`src/rtl/lpm_regs.svh`:
```
// register indices, field positions, reset values and timing counts
// assumes a 10 MHz core clock; included by bare name
`ifndef LPM_REGS_SVH
`define LPM_REGS_SVH

`define LPM_IDX_ERR_CNT     2'h0
`define LPM_IDX_PUMP_LIMIT  2'h1
`define LPM_IDX_EVENT       2'h2

`define LPM_ERR_CNT_RST     4'h0
`define LPM_ERR_CNT_MAX     4'hf
`define LPM_PUMP_LIMIT_RST  14'h03d0
`define LPM_EVENT_RST       8'h00

`define LPM_EV_CRC          0
`define LPM_EV_LOAD_FAIL    1
`define LPM_EV_EMPTY        2
`define LPM_EV_ASSIST_FAIL  3
`define LPM_EV_PUMP_ERR     5
`define LPM_EV_STATUS       6
`define LPM_EV_MANUAL       7

`define LPM_CLK_MHZ         10
`define LPM_MON_TICK_US     1024
`define LPM_TICK_CYCLES     (`LPM_MON_TICK_US * `LPM_CLK_MHZ)

`endif

```
`src/rtl/lpm_pkg.sv`:
```
// types shared by the loader status and pump monitor block
// no constants here; those live in lpm_regs.svh
package lpm_pkg;

   typedef enum logic [1:0] {
      lpm_pump_idle = 2'b00,
      lpm_pump_run  = 2'b01,
      lpm_pump_over = 2'b10
   } lpm_pump_state_t;

   typedef logic [7:0] lpm_event_t;
   typedef logic [1:0] lpm_reg_idx_t;

endpackage

```
`src/rtl/lpm_pump_timer.sv`:
```
// charge pump on-time timer with 1024 us tick prescaler
// assumes pump_on is already synchronised to clk
`timescale 1ns/1ns
`default_nettype none
`include "lpm_regs.svh"

module lpm_pump_timer #(
   parameter int unsigned TICK_CYCLES = `LPM_TICK_CYCLES
) (
   // clock and control
   input  wire logic        clk,
   input  wire logic        srst,
   input  wire logic        ce,
   // monitor
   input  wire logic        pump_on,
   input  wire logic [13:0] limit,
   output logic             expired,
   output logic [14:0]      elapsed
);

   localparam logic [13:0] TICK_LAST = 14'(TICK_CYCLES - 1);

   lpm_pkg::lpm_pump_state_t state_q;
   lpm_pkg::lpm_pump_state_t state_d;
   logic [13:0]              pre_q;
   logic [14:0]              count_q;
   logic                     tick;

   // idle means the pump was off, so a fresh enable starts from zero
   assign tick = pump_on && (state_q != lpm_pkg::lpm_pump_idle) && (pre_q == TICK_LAST);

   always_ff @(posedge clk) begin
      if (srst) begin
         pre_q <= 14'h0000;
      end else if (ce) begin
         if (!pump_on || state_q == lpm_pkg::lpm_pump_idle || pre_q == TICK_LAST) begin
            pre_q <= 14'h0000;
         end else begin
            pre_q <= pre_q + 14'h0001;
         end
      end
   end

   // saturates so a limit of all ones can still be exceeded
   always_ff @(posedge clk) begin
      if (srst) begin
         count_q <= 15'h0000;
      end else if (ce) begin
         if (!pump_on) begin
            count_q <= 15'h0000; // RULE15
         end else if (tick && count_q != 15'h7fff) begin
            count_q <= count_q + 15'h0001; // RULE4
         end
      end
   end

   always_comb begin
      state_d = state_q;
      case (state_q)
         lpm_pkg::lpm_pump_idle: begin
            if (pump_on) begin
               state_d = lpm_pkg::lpm_pump_run;
            end
         end
         lpm_pkg::lpm_pump_run: begin
            if (!pump_on) begin
               state_d = lpm_pkg::lpm_pump_idle;
            end else if (count_q > {1'b0, limit}) begin
               state_d = lpm_pkg::lpm_pump_over; // RULE4
            end
         end
         lpm_pkg::lpm_pump_over: begin
            if (!pump_on) begin
               state_d = lpm_pkg::lpm_pump_idle;
            end
         end
         default: begin
            state_d = lpm_pkg::lpm_pump_idle;
         end
      endcase
   end

   always_ff @(posedge clk) begin
      if (srst) begin
         state_q <= lpm_pkg::lpm_pump_idle;
      end else if (ce) begin
         state_q <= state_d;
      end
   end

   assign expired = (state_q == lpm_pkg::lpm_pump_over);
   assign elapsed = count_q;

   a_timer_idle_zero: assert property (@(posedge clk) disable iff (srst) // RULE15
      ce && !pump_on |=> count_q == 15'h0000 && state_q == lpm_pkg::lpm_pump_idle)
      else $error("pump timer not cleared while pump off");

   a_timer_expire: assert property (@(posedge clk) disable iff (srst) // RULE4
      ce && pump_on && state_q == lpm_pkg::lpm_pump_run && count_q > {1'b0, limit}
      |=> expired)
      else $error("pump timer did not expire past limit");

   a_timer_no_early: assert property (@(posedge clk) disable iff (srst) // RULE4
      ce && state_q == lpm_pkg::lpm_pump_run && count_q <= {1'b0, limit}
      |=> !expired)
      else $error("pump timer expired before limit");

endmodule
`default_nettype wire

```
`src/rtl/lpm_top.sv`:
```
// loader checksum error counter, pump monitor limit and fuse event flags
// fuse_status and pump_monitor_active arrive from outside the clk domain;
// loader event pulses are single clk-cycle strobes from same-clock logic
//
// Operation
// RULE1 - each serial-memory checksum error adds one to a 4-bit counter, saturating at 0xf; an error in the same cycle as an accepted counter write is dropped
// RULE2 - writing zero clears the counter; other values preset it
// RULE3 - counter writes ignored while fuse block is clock-gated or in soft reset
// RULE4 - time pump enable in 1024 us ticks against a 14-bit limit
// RULE5 - pump on longer than limit sets event bit 5
// RULE6 - bit 5 clears by writing one only once pump monitor is inactive
// RULE7 - manual request completion sets bit 7; write one clears it
// RULE8 - fuse status output is latched sticky in bit 6; write one clears
// RULE9 - clearing bit 6 while status is still high sets it again at once
// RULE10 - program-assist failure sets bit 3
// RULE11 - empty configuration load sets bit 2; write one clears it
// RULE12 - fuse load failure sets bit 1; write one clears it
// RULE13 - fuse load checksum error sets bit 0; write one clears it
// RULE14 - writing zero leaves flags alone; a same-cycle event beats the clear
// RULE15 - pump timer restarts on each new enable and holds zero while off
`timescale 1ns/1ns
`default_nettype none
`include "lpm_regs.svh"

module lpm_top #(
   parameter int unsigned TICK_CYCLES = `LPM_TICK_CYCLES
) (
   // clock, reset, enable
   input  wire logic        clk,
   input  wire logic        srst,
   input  wire logic        ce,
   // register port
   input  wire logic [1:0]  reg_addr,
   input  wire logic        reg_wr,
   input  wire logic        reg_rd,
   input  wire logic [15:0] reg_wdata,
   output logic [15:0]      reg_rdata,
   // loader event strobes
   input  wire logic        mem_crc_err,
   input  wire logic        fuse_crc_err,
   input  wire logic        fuse_load_fail,
   input  wire logic        fuse_config_empty,
   input  wire logic        assist_fail,
   input  wire logic        manual_done,
   // fuse block control
   input  wire logic        fuse_block_clock_gate,
   input  wire logic        fuse_block_soft_reset,
   // fuse array pins
   input  wire logic        fuse_status,
   input  wire logic        pump_monitor_active,
   // status
   output logic             pump_expired
);

   function automatic logic reg_hit(input logic [1:0] addr, input logic [1:0] idx);
      reg_hit = (addr == idx);
   endfunction

   logic [1:0]         pin_raw;
   logic [1:0]         pin_flt;
   logic [3:0]         cnt_q;
   logic [13:0]        limit_q;
   lpm_pkg::lpm_event_t ev_q;
   lpm_pkg::lpm_event_t ev_set;
   lpm_pkg::lpm_event_t ev_clr;
   logic               wr_cnt;
   logic               wr_cnt_ok;
   logic               wr_ev;
   logic               status_f;
   logic               pump_f;
   logic               expired;
   logic [15:0]        rdata_q;

   assign pin_raw = {pump_monitor_active, fuse_status};

   // three stages; the filtered level only moves when stages two and three agree
   for (genvar i = 0; i < 2; i++) begin : g_sync
      logic [2:0] sh_q;
      logic       flt_q;
      always_ff @(posedge clk) begin
         if (srst) begin
            sh_q  <= 3'h0;
            flt_q <= 1'b0;
         end else if (ce) begin
            sh_q <= {sh_q[1:0], pin_raw[i]};
            if (sh_q[2] == sh_q[1]) begin
               flt_q <= sh_q[2];
            end
         end
      end
      assign pin_flt[i] = flt_q;
   end

   assign status_f = pin_flt[0];
   assign pump_f   = pin_flt[1];

   assign wr_cnt    = reg_wr && reg_hit(reg_addr, `LPM_IDX_ERR_CNT);
   assign wr_cnt_ok = wr_cnt && !fuse_block_clock_gate && !fuse_block_soft_reset; // RULE3
   assign wr_ev     = reg_wr && reg_hit(reg_addr, `LPM_IDX_EVENT);

   // a software preset wins over a same-cycle increment
   always_ff @(posedge clk) begin
      if (srst) begin
         cnt_q <= `LPM_ERR_CNT_RST;
      end else if (ce) begin
         if (wr_cnt_ok) begin
            cnt_q <= reg_wdata[3:0]; // RULE2
         end else if (mem_crc_err && cnt_q != `LPM_ERR_CNT_MAX) begin
            cnt_q <= cnt_q + 4'h1; // RULE1
         end
      end
   end

   always_ff @(posedge clk) begin
      if (srst) begin
         limit_q <= `LPM_PUMP_LIMIT_RST;
      end else if (ce && reg_wr && reg_hit(reg_addr, `LPM_IDX_PUMP_LIMIT)) begin
         limit_q <= reg_wdata[13:0]; // RULE4
      end
   end

   lpm_pump_timer #(
      .TICK_CYCLES (TICK_CYCLES)
   ) u_timer (
      .clk     (clk),
      .srst    (srst),
      .ce      (ce),
      .pump_on (pump_f),
      .limit   (limit_q),
      .expired (expired),
      .elapsed ()
   );

   always_comb begin
      ev_set                      = 8'h00;
      ev_set[`LPM_EV_CRC]         = fuse_crc_err;      // RULE13
      ev_set[`LPM_EV_LOAD_FAIL]   = fuse_load_fail;    // RULE12
      ev_set[`LPM_EV_EMPTY]       = fuse_config_empty; // RULE11
      ev_set[`LPM_EV_ASSIST_FAIL] = assist_fail;       // RULE10
      ev_set[`LPM_EV_PUMP_ERR]    = expired;           // RULE5
      ev_set[`LPM_EV_STATUS]      = status_f;          // RULE8
      ev_set[`LPM_EV_MANUAL]      = manual_done;       // RULE7
   end

   always_comb begin
      ev_clr = wr_ev ? reg_wdata[7:0] : 8'h00; // RULE14
      ev_clr[4] = 1'b0;
      // pump error sticks while the pump is still reported on
      if (pump_f) begin
         ev_clr[`LPM_EV_PUMP_ERR] = 1'b0; // RULE6
      end
   end

   // set is applied after clear, so a new event is never lost
   always_ff @(posedge clk) begin
      if (srst) begin
         ev_q <= `LPM_EVENT_RST;
      end else if (ce) begin
         ev_q <= (ev_q & ~ev_clr) | ev_set; // RULE14 RULE9
      end
   end

   always_ff @(posedge clk) begin
      if (srst) begin
         rdata_q <= 16'h0000;
      end else if (ce && reg_rd) begin
         if (reg_hit(reg_addr, `LPM_IDX_ERR_CNT)) begin
            rdata_q <= {12'h000, cnt_q};
         end else if (reg_hit(reg_addr, `LPM_IDX_PUMP_LIMIT)) begin
            rdata_q <= {2'h0, limit_q};
         end else if (reg_hit(reg_addr, `LPM_IDX_EVENT)) begin
            rdata_q <= {8'h00, ev_q};
         end else begin
            rdata_q <= 16'h0000;
         end
      end
   end

   assign reg_rdata    = rdata_q;
   assign pump_expired = ev_q[`LPM_EV_PUMP_ERR];

   a_cnt_increment: assert property (@(posedge clk) disable iff (srst) // RULE1
      ce && !wr_cnt_ok && mem_crc_err && cnt_q != 4'hf |=> cnt_q == $past(cnt_q) + 4'h1)
      else $error("checksum counter did not increment");

   a_cnt_saturate: assert property (@(posedge clk) disable iff (srst) // RULE1
      ce && !wr_cnt_ok && cnt_q == 4'hf |=> cnt_q == 4'hf)
      else $error("checksum counter wrapped");

   a_cnt_preset: assert property (@(posedge clk) disable iff (srst) // RULE2
      ce && wr_cnt_ok |=> cnt_q == $past(reg_wdata[3:0]))
      else $error("checksum counter write not taken");

   a_cnt_blocked: assert property (@(posedge clk) disable iff (srst) // RULE3
      ce && wr_cnt && (fuse_block_clock_gate || fuse_block_soft_reset) && !mem_crc_err
      |=> cnt_q == $past(cnt_q))
      else $error("checksum counter written while blocked");

   a_pump_flag_set: assert property (@(posedge clk) disable iff (srst) // RULE5
      ce && expired |=> ev_q[5])
      else $error("pump error flag not set");

   a_pump_flag_hold: assert property (@(posedge clk) disable iff (srst) // RULE6
      ce && ev_q[5] && pump_f |=> ev_q[5])
      else $error("pump error cleared while pump active");

   a_manual_set: assert property (@(posedge clk) disable iff (srst) // RULE7
      ce && manual_done |=> ev_q[7])
      else $error("manual ready flag not set");

   a_status_relatch: assert property (@(posedge clk) disable iff (srst) // RULE9
      ce && status_f ##1 ce && wr_ev && reg_wdata[6] && status_f |=> ev_q[6])
      else $error("latched status not reset by high status");

   a_assist_set: assert property (@(posedge clk) disable iff (srst) // RULE10
      ce && assist_fail |=> ev_q[3])
      else $error("assist failure flag not set");

   a_crc_clear: assert property (@(posedge clk) disable iff (srst) // RULE13
      ce && wr_ev && reg_wdata[0] && !fuse_crc_err |=> !ev_q[0])
      else $error("checksum flag not cleared by write one");

   a_flag_w0_hold: assert property (@(posedge clk) disable iff (srst) // RULE14
      ce && ev_q[1] && !(wr_ev && reg_wdata[1]) |=> ev_q[1])
      else $error("load failure flag lost without clear");

endmodule
`default_nettype wire

```
`config.mk`:
```
export PLATFORM = sky130hd
export DESIGN_NAME = lpm_top
export DESIGN_NICKNAME = d
export VERILOG_FILES = /design/src/rtl/lpm_pkg.sv /design/src/rtl/lpm_pump_timer.sv /design/src/rtl/lpm_top.sv
export VERILOG_INCLUDE_DIRS = /design/src /design/src/rtl
export SDC_FILE = /design/constraint.sdc
export NUM_CORES = 1
export LEC_CHECK = 0
export BUFFER_PORTS_ARGS = -buffer_cell sky130_fd_sc_hd__buf_2
export CAP_MARGIN = 0
export CORE_MARGIN = 8
export CORE_UTILIZATION = 39
export DETAILED_ROUTE_END_ITERATION = 10
export PLACE_DENSITY = 0.64
export SETUP_SLACK_MARGIN = 0.5
export SYNTH_ARGS = -nofsm -noshare
export SYNTH_HDL_FRONTEND = slang
export SYNTH_SLANG_ARGS = --single-unit
```
`constraint.sdc`:
```
create_clock -name clk -period 2.88 [get_ports clk]
set_clock_uncertainty 0.1 [all_clocks]
set_input_delay 0.576 -clock clk [delete_from_list [all_inputs] [get_ports clk]]
set_output_delay 0.576 -clock clk [all_outputs]
set_load 0.01 [all_outputs]
```
==> results.md, run 1 <==
* DP Wirelength at 6643 um
* Cell Pwr Density at 478.5 nW/um^2
* Die width at 114.6 um
* Post-Syn Area at 3790 sq um
* Vias per cell at 5.304
* Die Ht at 114.6 um
* CTS tree: built
* Initial antenna violation count at 0
* Crit path buf inv count at 1
* Number of flops mapped to enable cells by yosys at 0
* Share of layout cells above drive strength 1 at 0.1717
* Sink Count at 78
* Flops & latches, synth at 78
* Setup CP Type: flip-flop to flip-flop
* Post-CTS resize count at 0
* GR Util All Layers at 0.1445
* Clock transition at path regs at 0.08 ns
* Fin nets at 540
* Crit start category: flip-flop
* Initial drt markers at 192
* Setup slack, reg-to-reg at 0.58 ns
* Min-delay src: reg_wdata[9]
* Max incr delay on CP at 0.44 ns
* Largest net degree at the start of global routing at 38
* Final setup vio count at 0
* Fmax achieved at 435.5 MHz
* Worst EP required at 3.01 ns
* Worst IR Drop VDD at 0.0002660 V
* FF-to-FF path depth at 6
* 1st-pass router iterations at 4
* GRT overflow at 0
* Drt total wl at 9075 um
* CTS Hold Bufs at 0
* Status: finished, final reports clean
* Worst Path Max Fanout at 3
* # DRC at 0
* FFs w/ async S/R, synth at 0
* Sequential fraction of the synthesis area at 0.4120
* I/O pin total at 50
* Post-synth cell types at 57
* FF/Latch Area at 1562 sq um
* FF-to-FF End: u_timer.state_q[0]$_SDFFE_PP0P_
* Clk root buf: clkbuf_8
* Tcrit/Tclk final at 0.7973
* Global-route wire length before repair at 15330 um
* Worst R2R Start: limit_q[13]$_SDFFE_PP0P_
* Crit path capture type: flip-flop
* Full die area at 13130 sq um
* CP cell instances: inv_1 -> ha_1 -> a2111o_1 -> a311oi_2 -> a221o_1 -> mux2_2
* Vias in the first global route at 3239
* Later-pin clock latency in the skew report at 0.34 ns
* Crit path launch: limit_q[13]$_SDFFE_PP0P_
* CTS buffer count at 9
* Antenna diode count at 0
* RSZ-0062 raised after global routing: false
* Final Slew Violations at 0
* Synth warn at 0
* Total stage count of the critical path at 6
* Worst hold path type: input port to flip-flop
* Area of the multi-input gates at 2063 sq um
* Via count at 3331
* Setup TNS at 0 ns
* Final min period at 2.296 ns
* Area grow syn2layout at 14.49%
* Avg Cell Area, Syn at 8.441 sq um
* FP Rows at 36
* Port-buffer cells at 45
* Final Wtd Congestion at 0.8742
* Wire length per cell at 14.45 um
* Synthesized instance count at 449
* Final hold viol count at 0
* Main synth FF type: dfxtp_1
* P_leak at 1.690 nW
* Crit-path slowest cell: a2111o_1
* Initial core utilization at 0.3950
* Pwr Total at 2.076 mW
* Bufs on Longest Clock Path at 2
* Crit path DAT at 2.43 ns
* H-tree depth at 3
* Area of the core at 9594 sq um
* # Post-CTS Setup Buffers at 0
* Crit path to: u_timer.state_q[0]$_SDFFE_PP0P_
* Filler cells at 943
* Slew HR at 0.6377
* CP delay by family, top: compound AO/OA/AOI/OAI gates
* Max_cap viols at 0
* Worst-Margin Slew at 0.5421 ns
* Antenna viol nets, final at 0
==> Yosys cell counts (5+ instances only) <==
master,number,area share
mux2i_1,13,0.034
a21oi_1,31,0.041
nand2_1,53,0.052
a21o_1,5,0.0099
nand3_1,16,0.021
nor3_1,11,0.015
xnor2_1,6,0.014
or3_1,9,0.015
xor2_1,9,0.021
dfxtp_1,78,0.41
a22oi_1,13,0.026
ha_1,17,0.056
inv_1,18,0.018
buf_1,6,0.0059
nor2_1,55,0.054
clkbuf_1,12,0.012
nand4_1,8,0.013
o211ai_1,5,0.0099
o21ai_0,14,0.018
==> cell families (layout without fill, tap and decap cells) <==
family	after synthesis	count (layout)	share of synthesized area
adder cells (fa/ha/maj)	17	17	0.05612
other	1	2	0.0009895
flip-flops	78	78	0.4120
AND/OR/NAND/NOR	191	191	0.2582
buffers and inverters	42	87	0.04622
XOR/XNOR	15	15	0.03467
multiplexers	15	15	0.04028
AO/OA/AOI/OAI	90	90	0.1515
==> tightest hold or removal path: cells and delay by family <==
family	cells	cell delay, ns
buffers and inverters	1	0.08
AOI/OAI and AO/OA	1	0.07
and+or+nand+nor	1	0.04
==> worst min-delay path by stage <==
stage / endpoint / slack [ns] / cells past startpoint
after CTS: g_sync[0].sh_q[0]$_SDFFE_PP0P_ / 0.34 / 3
final: limit_q[9]$_SDFFE_PP1P_ / 0.36 / 3
after global routing: g_sync[0].sh_q[0]$_SDFFE_PP0P_ / 0.34 / 3
after global placement: g_sync[1].flt_q$_SDFFE_PP0P_ / 0.34 / 2
after floorplan: g_sync[0].flt_q$_SDFFE_PP0P_ / 0.34 / 2
after detailed placement: g_sync[0].flt_q$_SDFFE_PP0P_ / 0.35 / 2
==> final cells by class <==
| type | instances | area share |
|---|---|---|
| clock buffer | 9 | 0.02855 |
| sequential | 78 | 0.3599 |
| tap | 133 | 0.03835 |
| timing repair buffer | 52 | 0.06401 |
| inverter | 19 | 0.01644 |
| clock inverter | 7 | 0.01730 |
| multi-input combinational | 330 | 0.4755 |
==> per-stage QoR <==
| stage | cell area [sq um] | cells | utilization | setup WS (ns) | hold WS [ns] |
|---|---|---|---|---|---|
| after floorplan | 3794 | 450 | - | 0.7919 | 0.3357 |
| after global placement | 4134 | 612 | 0.4309 | 0.6026 | 0.3413 |
| after detailed placement | 4134 | 612 | 0.4309 | 0.5959 | 0.3539 |
| after CTS | 4333 | 628 | 0.4516 | 0.5723 | 0.3430 |
| after global routing | 4339 | 628 | 0.4523 | 0.5100 | 0.3421 |
| final | 4339 | 628 | 0.4523 | 0.5839 | 0.3604 |
==> cells in the final DEF (no fill, tap or decap), types with 3 or more instances in the layout <==
master      instances
o21ai_0            14
and4_2              4
a21oi_1            31
xnor2_1             6
clkbuf_8            9
nor3_1             11
buf_4               7
inv_1              18
nand2_1            53
nor2_1             55
xor2_1              9
a22oi_1            13
nand2b_1            3
a221oi_1            3
clkinvlp_4          3
buf_2              45
nor2b_1             4
or4_1               4
mux2i_1            13
nand4_1             8
ha_1               17
o31ai_1             4
o211ai_1            5
or3_1               9
dfxtp_1            78
nand3b_1            3
a211oi_1            4
a21o_1              5
nand3_1            16
==> routing by layer <==
layer	global-route usage	part of all wire	wire length, um
met4	0.04082	0.0065	59
met5	0	0	0
met1	0.1792	0.48	4314
met3	0.03903	0.039	357
met2	0.2391	0.48	4343
==> state kept, by name (all words and copies together), names as in the netlist <==
register,cells
u_timer.pre_q,14
u_timer.elapsed,15
limit_q,14
g_sync.flt_q,2
reg_rdata,14
ev_q,7
g_sync.sh_q,6
cnt_q,4
u_timer.state_q,2
==> power by group <==
part           switching (mW)  internal (mW)
Sequential             0.0144           1.10
Clock                   0.411          0.401
Combinational          0.0902         0.0593
Power figures use the tool's default switching activity.
==> run 2: changes to the inputs <==
Settings changed: PLACE_DENSITY 0.64 to 0.66.
Clock period 2.88 ns to 2.1 ns, I/O delays scaled along.
==> run 2 against run 1 <==
  * Final area rose by 18%
  * Setup slack worse by 0.55 ns
  * Sequential share of layout area down 4.6 points
  * Routed wire length increased by 14%
  * Non-clock buffer count is 36 higher
  * Critical path type unchanged
==> results.md, run 2 (synthesized netlist as in run 1, its figures left out) <==
* FF-to-FF path depth at 5
* Clock power frac at 0.421
* Tcrit/Tclk final at 0.9835
* Setup CP Type: flip-flop to flip-flop
* WHS Endpoint: g_sync[1].sh_q[0]$_SDFFE_PP0P_
* DR top layer: met4
* Net Switching at 0.7305 mW
* Worst IR Drop VDD at 0.0002744 V
* Max_cap viols at 0
* Final min period at 2.065 ns
* Crit path DAT at 2.23 ns
* Port-buffer cells at 45
* Fin Hold WS at 0.1857 ns
* Drt total wl at 10370 um
* WL met3 at 562 um
* CP delay by family, top: compound AO/OA/AOI/OAI gates
* Final Wtd Congestion at 0.8651
* Final hold viol count at 0
* Via count at 3567
* Sink Count at 78
* Most frequent cells in the layout: 50 x nand2_1, 50 x dfxtp_1, 48 x nor2_1
* Die width at 114.6 um
* Status: finished, final reports clean
* Worst EP required at 2.26 ns
* Share of layout cells above drive strength 1 at 0.3809
* Crit path launch: u_timer.elapsed[13]$_SDFFE_PP0P_
* Pwr Total at 3.035 mW
* Number of flip-flops in the largest register at 15
* Largest net degree at the start of global routing at 32
* Die Ht at 114.6 um
* CP cell instances: ha_4 -> a2111o_1 -> a311oi_2 -> a221o_1 -> mux2_4
* RSZ-0062 raised after global routing: true
* Vias per cell at 5.356
* Placement Cell Area at 4349 sq um
* Sw Share at 0.2407
* CTS buffer count at 9
* Full die area at 13130 sq um
* Initial antenna violation count at 0
* FP Rows at 36
* Final setup vio count at 0
* Antenna viol nets, final at 0
* Metal-1 WL at 4607 um
* CTS tree: built
* Initial drt markers at 238
* Antenna diode count at 0
* Cell depth of the worst hold path at 3
* 1st-pass router iterations at 4
* Area grow syn2layout at 35.56%
* Final Slew Violations at 0
* DP Wirelength at 6993 um
* Fmax achieved at 484.2 MHz
* # DRC at 0
* Met2 routed WL at 4927 um
* I/O pin total at 50
* Combinational power share at 0.078
* FF-to-FF End: u_timer.state_q[0]$_SDFFE_PP0P_
* Design area at 5137 sq um
* Crit path buf inv count at 0
* Crit path capture type: flip-flop
* Wire length per cell at 15.57 um
* Setup slack, reg-to-reg at 0.03 ns
* Min-delay src: pump_monitor_active
* Global-route wire length before repair at 16750 um
* Crit start category: flip-flop
* Bufs on Longest Clock Path at 2
* Max incr delay on CP at 0.38 ns
* Clock transition at path regs at 0.08 ns
* Initial core utilization at 0.3950
* GRT overflow at 0
* Cell Pwr Density at 590.7 nW/um^2
* Worst Path Max Fanout at 5
* H-tree depth at 3
* Clk root buf: clkbuf_8
* GR Util All Layers at 0.1580
* Int Power at 2.304 mW
* Area of the core at 9594 sq um
* P_leak at 2.018 nW
* Sequential share of power at 0.502
* Worst R2R Start: u_timer.elapsed[13]$_SDFFE_PP0P_
* Crit-path slowest cell: dfxtp_4
* Later-pin clock latency in the skew report at 0.36 ns
* Fin nets at 578
* Worst hold path type: input port to flip-flop
* Vias in the first global route at 3496
[run 2: cell count changes in the layout (fill, tap and decap cells not counted), moves of 7 or more]
cell,change
nor2_1,-7
a21oi_1,-8
buf_4,+26
a21oi_2,+8
buf_6,+8
dfxtp_1,-28
dfxtp_2,+22
o21ai_0,-9
ha_1,-7
[run 2: final cells by class]
| type | instances | area, sq um |
|---|---|---|
| Tap cell | 133 | 166.4 |
| Timing Repair Buffer | 88 | 603.1 |
| Clock inverter | 5 | 81.33 |
| Clock buffer | 11 | 141.4 |
| Sequential cell | 78 | 1612 |
| Fill cell | 851 | 4457 |
| Multi-Input combinational cell | 332 | 2462 |
| Inverter | 19 | 71.32 |
[run 2: layer usage]
layer	vias to the layer above	global-route usage
li1	1754	-
met1	1692	0.1915
met2	95	0.2619
met3	26	0.03428
met4	0	0.07010
met5	-	0
[run 2: power groups by stage]
stage	combinational [mW]	clock, mW	sequential, mW
after floorplan	0.139	0	1.56
after global placement	0.213	0	1.56
after detailed placement	0.217	0	1.56
after CTS	0.225	1.31	1.53
after global routing	0.260	1.35	1.53
final	0.235	1.28	1.52
[run 2: worst reg2reg max path: cells and delay by family (launching register included)]
kind / cells / cell delay (ns)
mux: 1 / 0.31
flops: 1 / 0.38
compound gates: 3 / 0.93
fa+ha+maj: 1 / 0.25
[run 2: timing repair]
item,CTS,global route
pin swaps,18,29
gates cloned,2,0
hold endpoints to repair,0,0
gates resized for setup,32,69
setup endpoints to repair,30,41
hold buffers,0,0
setup buffers,12,8
[run 2: worst max path at each step]
stage                                            endpoint  slack, ns  cells past startpoint
after detailed placement  u_timer.elapsed[7]$_SDFFE_PP0P_       0.01                      7
after floorplan           u_timer.state_q[0]$_SDFFE_PP0P_       0.26                      7
after CTS                 u_timer.state_q[0]$_SDFFE_PP0P_       0.10                      7
final                     u_timer.state_q[0]$_SDFFE_PP0P_       0.03                      5
after global routing      u_timer.state_q[0]$_SDFFE_PP0P_      -0.03                      7
after global placement    u_timer.elapsed[7]$_SDFFE_PP0P_       0.04                      7
[run 2: per-stage QoR]
| stage | std cells | util | TNS [ns] | worst slack [ns] |
|---|---|---|---|---|
| floorplan | 450 | - | 0 | 0.2582 |
| global placement | 628 | 0.4533 | 0 | 0.04246 |
| detailed placement | 628 | 0.4533 | 0 | 0.01411 |
| CTS | 658 | 0.5026 | 0 | 0.1012 |
| global route | 666 | 0.5355 | -0.04262 | -0.03394 |
| finish | 666 | 0.5355 | 0 | 0.03469 |
==> run 3: changes to the inputs <==
Settings changed: BUFFER_PORTS_ARGS -buffer_cell sky130_fd_sc_hd__buf_2 to -buffer_cell sky130_fd_sc_hd__clkbuf_2.
==> run 3 against run 2 <==
  * Final cell count shrank 0.75%
  * Routed wire length fell by 3.1%
  * Via count decreased by 0.17%
  * Power fell by 5.1%
  * Combinational power shrank 5%
  * Die area unchanged
  * Sequential power is essentially flat
  * Flip-flop and latch count unchanged
  * Non-clock buffer count shrank 4
==> results.md, run 3 (synthesized netlist as in run 1, its figures left out) <==
* Sink Count at 78
* Slew HR at 0.6181
* Fin nets at 574
* Initial drt markers at 195
* Final Wtd Congestion at 0.8203
* 1st-pass router iterations at 4
* Crit path to: u_timer.state_q[0]$_SDFFE_PP0P_
* Final setup vio count at 0
* Status: finished, final reports clean
* DP Wirelength at 6930 um
* CTS tree: built
* Pwr Total at 2.879 mW
* Die Ht at 114.6 um
* Worst IR Drop VDD at 0.0004051 V
* Number of flip-flops in the largest register at 15
* FF-to-FF path depth at 6
* Vias in the first global route at 3433
* Area of the core at 9594 sq um
* Crit path DAT at 2.22 ns
* Full die area at 13130 sq um
* # DRC at 0
* Fin Hold WS at 0.1869 ns
* Clk root buf: clkbuf_8
* Crit start category: flip-flop
* Worst Path Max Fanout at 6
* Drt total wl at 10050 um
* Setup CP Type: flip-flop to flip-flop
* Max_cap viols at 0
* P_leak at 1.939 nW
* Worst hold path type: input port to flip-flop
* Wire length per cell at 15.20 um
* FP Rows at 36
* GRT overflow at 0
* Initial core utilization at 0.3950
* Area grow syn2layout at 29.58%
* I/O pin total at 50
* RSZ-0062 raised after global routing: true
* Antenna viol nets, final at 0
* GR Util All Layers at 0.1561
* Fmax achieved at 479.8 MHz
* FF-to-FF End: u_timer.state_q[0]$_SDFFE_PP0P_
* Cells after DPL at 625
* H-tree depth at 3
* Share of layout cells above drive strength 1 at 0.3258
* Final Util at 0.5119
* Area of the multi-input gates at 2316 sq um
* Setup slack, reg-to-reg at 0.02 ns
* Global-route wire length before repair at 16570 um
* FF/Latch Area at 1610 sq um
* Clock transition at path regs at 0.08 ns
* Post-route insts no fill at 661
* Setup TNS at 0 ns
* Worst-Margin Slew at 0.5715 ns
* CTS buffer count at 9
* Largest net degree at the start of global routing at 31
* Filler cells at 900
* Final hold viol count at 0
* Port-buffer cells at 45
* CTS Hold Bufs at 0
* Worst EP required at 2.24 ns
* Bufs on Longest Clock Path at 2
* Final min period at 2.084 ns
* Most common cell after layout, fill and taps aside: nor2_1
* Via count at 3561
* Initial antenna violation count at 0
* Most frequent cells in the layout: 54 x nor2_1, 51 x nand2_1, 51 x dfxtp_1
* Tcrit/Tclk final at 0.9925
* Final Slew Violations at 0
* Crit path capture type: flip-flop
* Antenna diode count at 0
* Later-pin clock latency in the skew report at 0.35 ns
* Vias per cell at 5.387
* Cell Pwr Density at 586.2 nW/um^2
* Crit path launch: u_timer.elapsed[11]$_SDFFE_PP0P_
* Worst R2R Start: u_timer.elapsed[11]$_SDFFE_PP0P_
* Die width at 114.6 um
==> run 3: per-stage QoR <==
stage / area (sq um) / setup WS, ns
floorplan: 3918 / 0.2582
global placement: 4327 / 0.02733
detailed placement: 4327 / 0.005181
CTS: 4776 / 0.07554
global route: 4911 / 0.01178
finish: 4911 / 0.01583
==> run 3: layout make-up <==
class                      count  area share
tap                          133     0.03389
inverter                      19     0.01452
multi-input combinational    332      0.4716
timing repair buffer          84      0.1118
clock inverter                 5     0.01223
sequential                    78      0.3279
clock buffer                  10     0.02803
==> run 3: worst min-delay path by stage <==
stage	depth (start not counted)	startpoint	to	slack, ns
after floorplan	2	g_sync[0].sh_q[2]$_SDFFE_PP0P_	g_sync[0].flt_q$_SDFFE_PP0P_	0.34
after global placement	2	g_sync[0].sh_q[2]$_SDFFE_PP0P_	g_sync[0].flt_q$_SDFFE_PP0P_	0.34
after detailed placement	2	g_sync[1].sh_q[2]$_SDFFE_PP0P_	g_sync[1].flt_q$_SDFFE_PP0P_	0.36
after CTS	3	reg_wdata[10]	limit_q[10]$_SDFFE_PP0P_	0.18
after global routing	3	reg_wdata[10]	limit_q[10]$_SDFFE_PP0P_	0.18
final	3	reg_wdata[10]	limit_q[10]$_SDFFE_PP0P_	0.19
==> run 3: per-layer routing <==
layer	track usage	vias up	share of wire
met3	0.02795	21	0.055
met5	0	-	0
met1	0.1908	1702	0.44
met2	0.2654	94	0.49
li1	-	1744	-
met4	0.05945	0	0.014
==> run 3: critical path, stage by stage (launching register included) <==
cell      delay (ns)
dfxtp_1         0.41
ha_4            0.31
nand4b_1        0.16
nor3_1          0.21
a311oi_1        0.08
a221o_1         0.41
mux2_4          0.30
==> run 3: repair_timing <==
item | 4_1_cts | 5_1_grt
resized for setup | 32 | 29
gates cloned | 2 | 0
pin swaps | 13 | 12
setup buffers | 14 | 5
setup endpoints to repair | 29 | 40
==> run 3: where the power goes <==
part           switching (mW)  leakage (nW)  total [mW]  internal (mW)
clock network           0.556        0.0866        1.13          0.574
registers              0.0214         0.646        1.52           1.50
logic                   0.130          1.21       0.224         0.0944
